===== config.mk =====
export PLATFORM = sky130hd
export DESIGN_NAME = tcu_timer_top
export DESIGN_NICKNAME = d
export VERILOG_FILES = /design/src/include/tcu_pkg.sv /design/src/design/tcu_clock_select.sv /design/src/design/tcu_compare.sv /design/src/design/tcu_timer_top.sv
export SDC_FILE = /design/constraint.sdc
export NUM_CORES = 1
export LEC_CHECK = 0
export ABC_AREA = 0
export BUFFER_PORTS_ARGS = -buffer_cell sky130_fd_sc_hd__clkbuf_2
export CAP_MARGIN = 40
export CELL_PAD_IN_SITES_DETAIL_PLACEMENT = 0
export CELL_PAD_IN_SITES_GLOBAL_PLACEMENT = 2
export CORE_UTILIZATION = 31
export CTS_BUF_LIST = sky130_fd_sc_hd__clkbuf_8
export CTS_CLUSTER_SIZE = 8
export DETAILED_ROUTE_END_ITERATION = 10
export PLACE_DENSITY_LB_ADDON = 0.1
export SLEW_MARGIN = 20
export SYNTH_ARGS = -nofsm -noshare
export SYNTH_HDL_FRONTEND = slang
export SYNTH_HIERARCHICAL = 1
export SYNTH_SLANG_ARGS = --single-unit

===== constraint.sdc =====
create_clock -name ref_clk -period 2.3 [get_ports ref_clk]
set_input_delay 0.23 -clock ref_clk [delete_from_list [all_inputs] [get_ports ref_clk]]
set_output_delay 0.23 -clock ref_clk [all_outputs]
set_load 0.02 [all_outputs]

===== src/include/tcu_pkg.sv =====
package tcu_pkg;

	// ----------------------------------------------------------------
	// register map (byte addresses, one word each)
	// ----------------------------------------------------------------
	localparam logic [7:0] OFF_CTRL_A = 8'h00;
	localparam logic [7:0] OFF_CTRL_B = 8'h04;
	localparam logic [7:0] OFF_COUNT  = 8'h08;
	localparam logic [7:0] OFF_CMP_A  = 8'h0c;
	localparam logic [7:0] OFF_CMP_B  = 8'h10;
	localparam logic [7:0] OFF_MASK   = 8'h14;
	localparam logic [7:0] OFF_FLAGS  = 8'h18;

	// ----------------------------------------------------------------
	// field positions
	// ----------------------------------------------------------------
	localparam int CTRLA_WGM_LSB  = 0;
	localparam int CTRLB_CS_LSB   = 0;
	localparam int CTRLB_WGM2_POS = 3;
	localparam int FLAG_OVF       = 0;
	localparam int FLAG_CMP_A     = 1;
	localparam int FLAG_CMP_B     = 2;
	localparam int NUM_FLAGS      = 3;

	// ----------------------------------------------------------------
	// reset values and counter landmarks
	// ----------------------------------------------------------------
	localparam logic [7:0] RST_COUNT  = 8'h00;
	localparam logic [7:0] RST_CMP    = 8'h00;
	localparam logic [2:0] RST_CS     = 3'h0;
	localparam logic [2:0] RST_WGM    = 3'h0;
	localparam logic [2:0] RST_FLAGS  = 3'h0;
	localparam logic [2:0] RST_MASK   = 3'h0;
	localparam logic [7:0] CNT_BOTTOM = 8'h00;
	localparam logic [7:0] CNT_MAX    = 8'hff;

	// ----------------------------------------------------------------
	// clock select codes and prescaler divisors
	// ----------------------------------------------------------------
	localparam logic [2:0] CS_STOP    = 3'h0;
	localparam logic [2:0] CS_DIV1    = 3'h1;
	localparam logic [2:0] CS_DIV8    = 3'h2;
	localparam logic [2:0] CS_DIV64   = 3'h3;
	localparam logic [2:0] CS_DIV256  = 3'h4;
	localparam logic [2:0] CS_DIV1024 = 3'h5;
	localparam logic [2:0] CS_EXT_FALL = 3'h6;
	localparam logic [2:0] CS_EXT_RISE = 3'h7;
	localparam int PRE_W    = 10;
	localparam int DIV_8    = 8;
	localparam int DIV_64   = 64;
	localparam int DIV_256  = 256;
	localparam int DIV_1024 = 1024;

	// ----------------------------------------------------------------
	// counting sequences
	// ----------------------------------------------------------------
	typedef enum logic [2:0] {
		MODE_NORMAL    = 3'b000,
		MODE_PHASE_MAX = 3'b001,
		MODE_CTC       = 3'b010,
		MODE_FAST_MAX  = 3'b011,
		MODE_PHASE_CMP = 3'b101,
		MODE_FAST_CMP  = 3'b111
	} tcu_mode_t;

	typedef struct packed {
		logic bottom;
		logic max;
		logic top;
		logic matchA;
		logic matchB;
	} tcu_status_t;

endpackage : tcu_pkg


===== src/design/tcu_clock_select.sv =====
`timescale 1ns/1ns
`default_nettype none
module tcu_clock_select (
	// clock and reset
	input  wire logic       ref_clk,
	input  wire logic       nrst,
	// source selection
	input  wire logic [2:0] clockSelectField,
	input  wire logic       externalCountPin,
	// timer tick out
	output logic            timerTick
);

	// ----------------------------------------------------------------
	// prescaler
	// ----------------------------------------------------------------
	logic [tcu_pkg::PRE_W-1:0] preCount;
	logic                      pinMeta;
	logic                      pinSync;
	logic                      pinLast;

	// free running so that a source change needs no restart
	always_ff @(posedge ref_clk or negedge nrst) begin
		if (!nrst) begin
			preCount <= '0;
		end else begin
			preCount <= preCount + 1'b1;
		end
	end

	function automatic logic divTap(input logic [tcu_pkg::PRE_W-1:0] cnt, input int div);
		logic [tcu_pkg::PRE_W-1:0] mask;
		mask = tcu_pkg::PRE_W'(div - 1);
		return (cnt & mask) == mask;
	endfunction : divTap

	// ----------------------------------------------------------------
	// external pin: two flops, then edge detect
	// ----------------------------------------------------------------
	always_ff @(posedge ref_clk or negedge nrst) begin
		if (!nrst) begin
			pinMeta <= 1'b0;
			pinSync <= 1'b0;
			pinLast <= 1'b0;
		end else begin
			pinMeta <= externalCountPin;
			pinSync <= pinMeta;
			pinLast <= pinSync;
		end
	end

	always_comb begin
		unique case (clockSelectField)
			tcu_pkg::CS_STOP:     timerTick = 1'b0;
			tcu_pkg::CS_DIV1:     timerTick = 1'b1;
			tcu_pkg::CS_DIV8:     timerTick = divTap(preCount, tcu_pkg::DIV_8);
			tcu_pkg::CS_DIV64:    timerTick = divTap(preCount, tcu_pkg::DIV_64);
			tcu_pkg::CS_DIV256:   timerTick = divTap(preCount, tcu_pkg::DIV_256);
			tcu_pkg::CS_DIV1024:  timerTick = divTap(preCount, tcu_pkg::DIV_1024);
			tcu_pkg::CS_EXT_FALL: timerTick = pinLast & ~pinSync;
			tcu_pkg::CS_EXT_RISE: timerTick = ~pinLast & pinSync;
		endcase
	end

endmodule : tcu_clock_select
`default_nettype wire


===== src/design/tcu_compare.sv =====
`timescale 1ns/1ns
`default_nettype none
module tcu_compare #(
	parameter int WIDTH = 8
) (
	// count and compare value
	input  wire logic [WIDTH-1:0] countValue,
	input  wire logic [WIDTH-1:0] compareValue,
	// timing
	input  wire logic             timerTick,
	input  wire logic             blocked,
	// results
	output logic                  match,
	output logic                  flagSet
);

	// refused at elaboration: a zero-width comparator has nothing to compare
	if (WIDTH < 1) begin : g_bad_width
		$error("tcu_compare: WIDTH must be at least 1");
	end

	assign match = (countValue == compareValue) & ~blocked;

	assign flagSet = match & timerTick;

endmodule : tcu_compare
`default_nettype wire


===== src/design/tcu_timer_top.sv =====
// How it works
// - counter and both compare values are 8-bit software read/write registers
// - overflow, compare A, compare B flags share one register, each with a mask bit
// - tick comes from prescaled clock or external pin, selected with edge
// - clock select zero gives no tick and the counter stands still
// - each compare value is compared with the counter at all times
// - a compare match sets its flag, which may raise the interrupt
// - bottom is signalled while the counter equals 0x00
// - max is 0xFF and is signalled when the counter reaches it
// - top is 0xFF or compare A, depending on the mode
// - each tick clears, increments or decrements the counter per mode and direction
// - software can read and write the counter with or without ticks
// - a software counter write wins over counting in the same cycle
// - 3-bit mode: two low bits in control A, high bit in control B
// - overflow flag is set at the point the mode defines
// - compare flag sets on the tick after the counter equalled the value
// - compare flag clears on interrupt service or on writing one
// - a counter write blocks compare matches until the next tick
`timescale 1ns/1ns
`default_nettype none
module tcu_timer_top (
	// clock and reset
	input  wire logic                     ref_clk,
	input  wire logic                     nrst,
	// ahb-lite slave
	input  wire logic                     hsel,
	input  wire logic [31:0]              haddr,
	input  wire logic [1:0]               htrans,
	input  wire logic                     hwrite,
	input  wire logic [2:0]               hsize,
	input  wire logic [31:0]              hwdata,
	input  wire logic                     hready,
	output logic                          hreadyout,
	output logic                          hresp,
	output logic [31:0]                   hrdata,
	// external count source
	input  wire logic                     externalCountPin,
	// interrupt service acknowledge, one bit per flag
	input  wire logic [2:0]               intAck,
	// interrupt and counter state
	output logic                          irq,
	output var tcu_pkg::tcu_status_t      status
);

	// ----------------------------------------------------------------
	// registers
	// ----------------------------------------------------------------
	logic [7:0] countValue;
	logic [7:0] compareAValue;
	logic [7:0] compareBValue;
	logic [2:0] clockSelectField;
	logic [2:0] waveformModeField;
	logic [2:0] timerFlagRegister;
	logic [2:0] timerMaskRegister;
	logic       countDown;
	logic       matchBlock;

	logic [7:0] next_count;
	logic       next_countDown;
	logic [7:0] topValue;
	logic       timerTick;
	logic       overflowEvent;
	logic       matchA;
	logic       matchB;
	logic       setA;
	logic       setB;
	logic [2:0] flagSet;
	logic [2:0] flagClear;

	// ----------------------------------------------------------------
	// ahb-lite front end
	// ----------------------------------------------------------------
	logic       addrPhase;
	logic       wrPend;
	logic       rdPend;
	logic [7:0] dataAddr;
	logic       dataInRange;
	logic       wrSel;
	logic [7:0] wrByte;
	logic [31:0] readMux;

	// hsize is not checked: only whole-word accesses are expected
	assign addrPhase = hsel & htrans[1] & hready;
	assign wrSel     = wrPend & dataInRange;
	assign wrByte    = hwdata[7:0];

	always_ff @(posedge ref_clk or negedge nrst) begin
		if (!nrst) begin
			wrPend      <= 1'b0;
			rdPend      <= 1'b0;
			dataAddr    <= 8'h00;
			dataInRange <= 1'b0;
		end else begin
			wrPend <= addrPhase & hwrite;
			rdPend <= addrPhase & ~hwrite;
			if (addrPhase) begin
				dataAddr    <= haddr[7:0];
				dataInRange <= (haddr[31:8] == 24'h000000);
			end
		end
	end

	// reads take one wait state so a write just before is already visible
	always_ff @(posedge ref_clk or negedge nrst) begin
		if (!nrst) begin
			hreadyout <= 1'b1;
			hresp     <= 1'b0;
			hrdata    <= 32'h00000000;
		end else begin
			hresp <= 1'b0;
			if (addrPhase && !hwrite) begin
				hreadyout <= 1'b0;
			end else if (rdPend) begin
				hreadyout <= 1'b1;
				hrdata    <= readMux;
			end
		end
	end

	always_comb begin
		readMux = 32'h00000000;
		if (dataInRange) begin
			unique case (dataAddr)
				tcu_pkg::OFF_CTRL_A: readMux = {30'h0, waveformModeField[1:0]};
				tcu_pkg::OFF_CTRL_B: readMux = {28'h0, waveformModeField[2], clockSelectField};
				tcu_pkg::OFF_COUNT:  readMux = {24'h0, countValue};
				tcu_pkg::OFF_CMP_A:  readMux = {24'h0, compareAValue};
				tcu_pkg::OFF_CMP_B:  readMux = {24'h0, compareBValue};
				tcu_pkg::OFF_MASK:   readMux = {29'h0, timerMaskRegister};
				tcu_pkg::OFF_FLAGS:  readMux = {29'h0, timerFlagRegister};
				default:             readMux = 32'h00000000;
			endcase
		end
	end

	// ----------------------------------------------------------------
	// control and compare registers
	// ----------------------------------------------------------------
	// split mode field
	always_ff @(posedge ref_clk or negedge nrst) begin
		if (!nrst) begin
			waveformModeField <= tcu_pkg::RST_WGM;
			clockSelectField  <= tcu_pkg::RST_CS;
		end else if (wrSel && dataAddr == tcu_pkg::OFF_CTRL_A) begin
			waveformModeField[1:0] <= wrByte[tcu_pkg::CTRLA_WGM_LSB +: 2];
		end else if (wrSel && dataAddr == tcu_pkg::OFF_CTRL_B) begin
			waveformModeField[2] <= wrByte[tcu_pkg::CTRLB_WGM2_POS];
			clockSelectField     <= wrByte[tcu_pkg::CTRLB_CS_LSB +: 3];
		end
	end

	always_ff @(posedge ref_clk or negedge nrst) begin
		if (!nrst) begin
			compareAValue <= tcu_pkg::RST_CMP;
			compareBValue <= tcu_pkg::RST_CMP;
		end else if (wrSel && dataAddr == tcu_pkg::OFF_CMP_A) begin
			compareAValue <= wrByte;
		end else if (wrSel && dataAddr == tcu_pkg::OFF_CMP_B) begin
			compareBValue <= wrByte;
		end
	end

	always_ff @(posedge ref_clk or negedge nrst) begin
		if (!nrst) begin
			timerMaskRegister <= tcu_pkg::RST_MASK;
		end else if (wrSel && dataAddr == tcu_pkg::OFF_MASK) begin
			timerMaskRegister <= wrByte[2:0];
		end
	end

	// ----------------------------------------------------------------
	// tick source and comparators
	// ----------------------------------------------------------------
	tcu_clock_select u_clock_select (
		.ref_clk          (ref_clk),
		.nrst             (nrst),
		.clockSelectField (clockSelectField),
		.externalCountPin (externalCountPin),
		.timerTick        (timerTick)
	);

	tcu_compare #(.WIDTH(8)) u_compare_a (
		.countValue   (countValue),
		.compareValue (compareAValue),
		.timerTick    (timerTick),
		.blocked      (matchBlock),
		.match        (matchA),
		.flagSet      (setA)
	);

	tcu_compare #(.WIDTH(8)) u_compare_b (
		.countValue   (countValue),
		.compareValue (compareBValue),
		.timerTick    (timerTick),
		.blocked      (matchBlock),
		.match        (matchB),
		.flagSet      (setB)
	);

	// ----------------------------------------------------------------
	// counting sequence
	// ----------------------------------------------------------------
	// top per mode
	always_comb begin
		unique case (waveformModeField)
			tcu_pkg::MODE_CTC, tcu_pkg::MODE_PHASE_CMP, tcu_pkg::MODE_FAST_CMP: topValue = compareAValue;
			default: topValue = tcu_pkg::CNT_MAX;
		endcase
	end

	always_comb begin
		next_count     = countValue;
		next_countDown = countDown;
		overflowEvent  = 1'b0;
		unique case (tcu_pkg::tcu_mode_t'(waveformModeField))
			tcu_pkg::MODE_CTC: begin
				next_count    = (countValue == topValue) ? tcu_pkg::CNT_BOTTOM : countValue + 8'h01;
				overflowEvent = (countValue == tcu_pkg::CNT_MAX);
			end
			tcu_pkg::MODE_FAST_MAX, tcu_pkg::MODE_FAST_CMP: begin
				next_count    = (countValue == topValue) ? tcu_pkg::CNT_BOTTOM : countValue + 8'h01;
				overflowEvent = (countValue == topValue);
			end
			tcu_pkg::MODE_PHASE_MAX, tcu_pkg::MODE_PHASE_CMP: begin
				if (!countDown) begin
					next_countDown = (countValue == topValue);
					next_count     = next_countDown ? countValue - 8'h01 : countValue + 8'h01;
				end else begin
					next_countDown = (countValue != tcu_pkg::CNT_BOTTOM);
					next_count     = next_countDown ? countValue - 8'h01 : countValue + 8'h01;
					overflowEvent  = ~next_countDown;
				end
			end
			// normal, and reserved codes behave as normal
			default: begin
				next_count    = countValue + 8'h01;
				overflowEvent = (countValue == tcu_pkg::CNT_MAX);
			end
		endcase
	end

	logic wrCount;
	assign wrCount = wrSel && (dataAddr == tcu_pkg::OFF_COUNT);

	always_ff @(posedge ref_clk or negedge nrst) begin
		if (!nrst) begin
			countValue <= tcu_pkg::RST_COUNT;
			countDown  <= 1'b0;
		end else if (wrCount) begin
			countValue <= wrByte;
		end else if (timerTick) begin
			countValue <= next_count;
			countDown  <= next_countDown;
		end
	end

	always_ff @(posedge ref_clk or negedge nrst) begin
		if (!nrst) begin
			matchBlock <= 1'b0;
		end else if (wrCount) begin
			matchBlock <= 1'b1;
		end else if (timerTick) begin
			matchBlock <= 1'b0;
		end
	end

	// ----------------------------------------------------------------
	// flags and interrupt
	// ----------------------------------------------------------------
	// match sets flag
	assign flagSet[tcu_pkg::FLAG_OVF]   = timerTick & ~wrCount & overflowEvent;
	assign flagSet[tcu_pkg::FLAG_CMP_A] = setA;
	assign flagSet[tcu_pkg::FLAG_CMP_B] = setB;
	assign flagClear = intAck | ((wrSel && dataAddr == tcu_pkg::OFF_FLAGS) ? wrByte[2:0] : 3'h0);

	// flags with masks
	// a set arriving with its clear wins, so no event is lost
	always_ff @(posedge ref_clk or negedge nrst) begin
		if (!nrst) begin
			timerFlagRegister <= tcu_pkg::RST_FLAGS;
		end else begin
			timerFlagRegister <= (timerFlagRegister & ~flagClear) | flagSet;
		end
	end

	always_ff @(posedge ref_clk or negedge nrst) begin
		if (!nrst) begin
			irq <= 1'b0;
		end else begin
			irq <= |(timerFlagRegister & timerMaskRegister);
		end
	end

	// ----------------------------------------------------------------
	// counter landmarks for the waveform generator
	// ----------------------------------------------------------------
	// bottom
	always_ff @(posedge ref_clk or negedge nrst) begin
		if (!nrst) begin
			status <= '0;
		end else begin
			status.bottom <= (countValue == tcu_pkg::CNT_BOTTOM);
			status.max    <= (countValue == tcu_pkg::CNT_MAX);
			status.top    <= (countValue == topValue);
			status.matchA <= matchA;
			status.matchB <= matchB;
		end
	end

endmodule : tcu_timer_top
`default_nettype wire


==> metrics <==
status=finished with violations; failing checks=negative setup slack; routed vias/inst=5.093; ys flop type=dfrtp_1; CTS H-tree depth=3; Worst Path Max Fanout=6; Die Area=0.01542 mm²; biggest area consumer among synthesized cells=dfrtp_1; global-route wire length before repair=21680 µm; CP required=2.55 ns; initial antenna violation count=0; I/O Buffers=64; cts bufs inserted=9; Worst-Skew Late Latency=0.37 ns; placed cell area=0.005445 mm²; Syn Inst Count=455; die height=124.2 µm; final core occ=40.09%; Arrival @ worst endpoint=2.74 ns; critical path depth=9; grt total ovfl=0; FF+latch area=0.001932 mm²; Netlist cell types=76; CTS sink cnt=77; largest net degree at the start of global routing=59; cells on worst reg2reg path=9; Mapped Area=0.004628 mm²; setup TNS=-1.406 ns; Routed WL per cell=17.93 µm; via count=3927; drt initial violations=223; post-route ant nets=0; Slew HR=63.29%; max-slew violations=0; Worst setup SP type=flip-flop; Synth Register Bits=77; root buf cell=clkbuf_8; Final Setup Violations=10; Tot Pwr=3.979 mW; multi-input logic area=0.002479 mm²; ys async rst share=100.0%; Yosys warning total=6; family with the most delay on the worst path=simple AND/OR/NAND/NOR gates; worst-path cell chain=buf_6, or4b_4, a21o_1, a22oi_2, and4_4, buf_12, mux2i_1, xor2_1, o21ai_1; # Max-Cap Violations=0; Final Hold Viols=0; Tightest Pin Transition=0.5456 ns; DP HPWL=10550 µm; routed wire length=13830 µm; final worst slack=-0.1907 ns; I/O pin cnt=118; Remaining DRCs=0; Die W=124.2 µm; Core Area=0.01453 mm²; vias in the first global route=3863; Worst Skew=0.01314 ns; Placer Congestion=0.8131; fin crit period=2.491 ns; Non-Filler Cell Area, Final=0.005827 mm²; All-Layer GR Usage=19.51%; Fmax achieved=401.5 MHz; top cells by area, synth=dfrtp_1, mux2_2, xnor2_1; initial core utilization=31.84%; top-count cell post-synth=dfrtp_1; Layout area overhead=25.90%; FP Rows=44; Layout Cells excl Fill=771; CP Buf/Inv Count=2; Commonest cells post-synth=dfrtp_1, mux2_2, nand2_1; Post-synth EDFFs=0; post-synthesis sequential area ratio=41.66%; antenna cells=0; share of Yosys cell area claimed by the top area cell type=41.09%; Pleak=2.596 nW; CP max stage delay=0.53 ns; Post-Syn Area per Cell=10.17 µm²; TritonCTS clock tree=built; VDD IR max=329.8 µV; filler instances=1483; fin crit share=108.3%; WS Path Type=reg2reg; hold path cells=2; Clock Tree Buf Depth=2; min-delay worst type=in2reg; RSZ-0062 raised after global routing=true; layout cell share with drive strength beyond 1=36.63%; CP Capture Type=flip-flop; slowest CP cell=or4b_4; cell area power density=682.9 mW/mm²; # nets final=665; Placed Instances=743; TritonRoute pass-1 iters=4; clock-pin transition on the worst setup and hold timing paths=0.09 ns
sequential cells by signal, summed over array words and instances (netlist names):
register,count
wrPend,1
status,5
dataInRange,1
clockSelectField,3
hreadyout,1
hrdata,8
u_clock_select/pinSync,1
rdPend,1
compareAValue,8
dataAddr,8
countDown,1
timerMaskRegister,3
matchBlock,1
countValue,8
waveformModeField,3
u_clock_select/pinMeta,1
compareBValue,8
u_clock_select/preCount,10
u_clock_select/pinLast,1
timerFlagRegister,3
irq,1
where the power goes:
group | internal [mW] | leakage, nW | total, mW | switching [mW]
registers | 1.47 | 0.960 | 1.67 | 0.202
logic | 0.553 | 1.53 | 1.19 | 0.640
clock network | 0.563 | 0.107 | 1.12 | 0.554
per-layer routing:
metal	vias to the layer above	wire length [µm]	global-route usage [%]
li1	1886	-	-
met1	1920	6264	25.43
met2	105	6771	32.01
met3	16	509	3.159
met4	0	279	7.961
met5	-	0	0
cells in the final DEF, fill, tap and decap left out, types with 4 or more instances in the layout:
cell	count
inv_1	20
mux2_2	33
a211oi_1	4
a21o_1	5
buf_4	66
a222oi_1	5
and2_1	4
o21ai_1	4
nor2_1	23
nor3b_1	4
a21oi_1	7
clkbuf_8	11
nor4_1	11
o221ai_1	5
or4b_1	5
nand3_1	24
clkbuf_2	63
conb_1	25
dfrtp_1	73
o21a_1	4
ha_1	5
nor3_1	8
and3_1	6
nand3b_1	7
nand2_1	32
o21ai_0	17
nor4_2	5
xnor2_1	23
timing repair:
| action | 4_1_cts | 5_1_grt |
|---|---|---|
| pin swaps | 1 | 1 |
| setup buffers | 4 | 5 |
| setup endpoints to repair | 12 | 12 |
| resized for setup | 7 | 13 |
| endpoints found under the hold margin | 56 | 0 |
| hold buffers | 2 | 0 |
worst reg2reg max path: cells and delay by family (launching register included):
| kind | cells | cell delay [ns] |
|---|---|---|
| AND/OR/NAND/NOR | 2 | 0.82 |
| AO/OA/AOI/OAI | 3 | 0.46 |
| flip-flops | 1 | 0.45 |
| buffers and inverters | 2 | 0.27 |
| multiplexers | 1 | 0.20 |
| XOR/XNOR | 1 | 0.17 |
through the flow:
step                setup slack [ns]  hold slack (ns)
floorplan                   0.001849         -0.06559
global placement             -0.2815           0.3320
detailed placement           -0.3103           0.3379
CTS                          -0.1768          0.01981
global route                 -0.3023          0.04861
finish                       -0.1907          0.05048
final cells by class:
class	count	area share (%)
multi-input combinational	339	42.54
sequential	77	33.15
timing repair buffer	136	15.53
tap	184	3.951
clock buffer	11	2.598
inverter	19	1.224
clock inverter	5	1.009
path summary, 6_finish.rpt:
kind / from / end / slack [ns]
max: waveformModeField[0]$_DFFE_PN0P_ / countValue[6]$_DFFE_PN0P_ / -0.19
min in group asynchronous: nrst / status[4]$_DFF_PN0_ / 0.30
min: hwrite / rdPend$_DFF_PN0_ / 0.05
max in group asynchronous: nrst / hreadyout$_DFFE_PN1P_ / 1.42
max reg2reg: waveformModeField[0]$_DFFE_PN0P_ / countValue[6]$_DFFE_PN0P_ / -0.19
min reg2reg: u_clock_select/pinMeta$_DFF_PN0_ / u_clock_select/pinSync$_DFF_PN0_ / 0.35
cell families after synthesis:
logic type / share of synthesized area, %
fa+ha+maj: 1.352
other cells: 0.08103
buf+inv: 7.786
compound gates: 14.87
flops: 41.66
mux: 9.165
simple gates: 20.36
xor+xnor: 4.731
(Power assumes the default switching activity.)
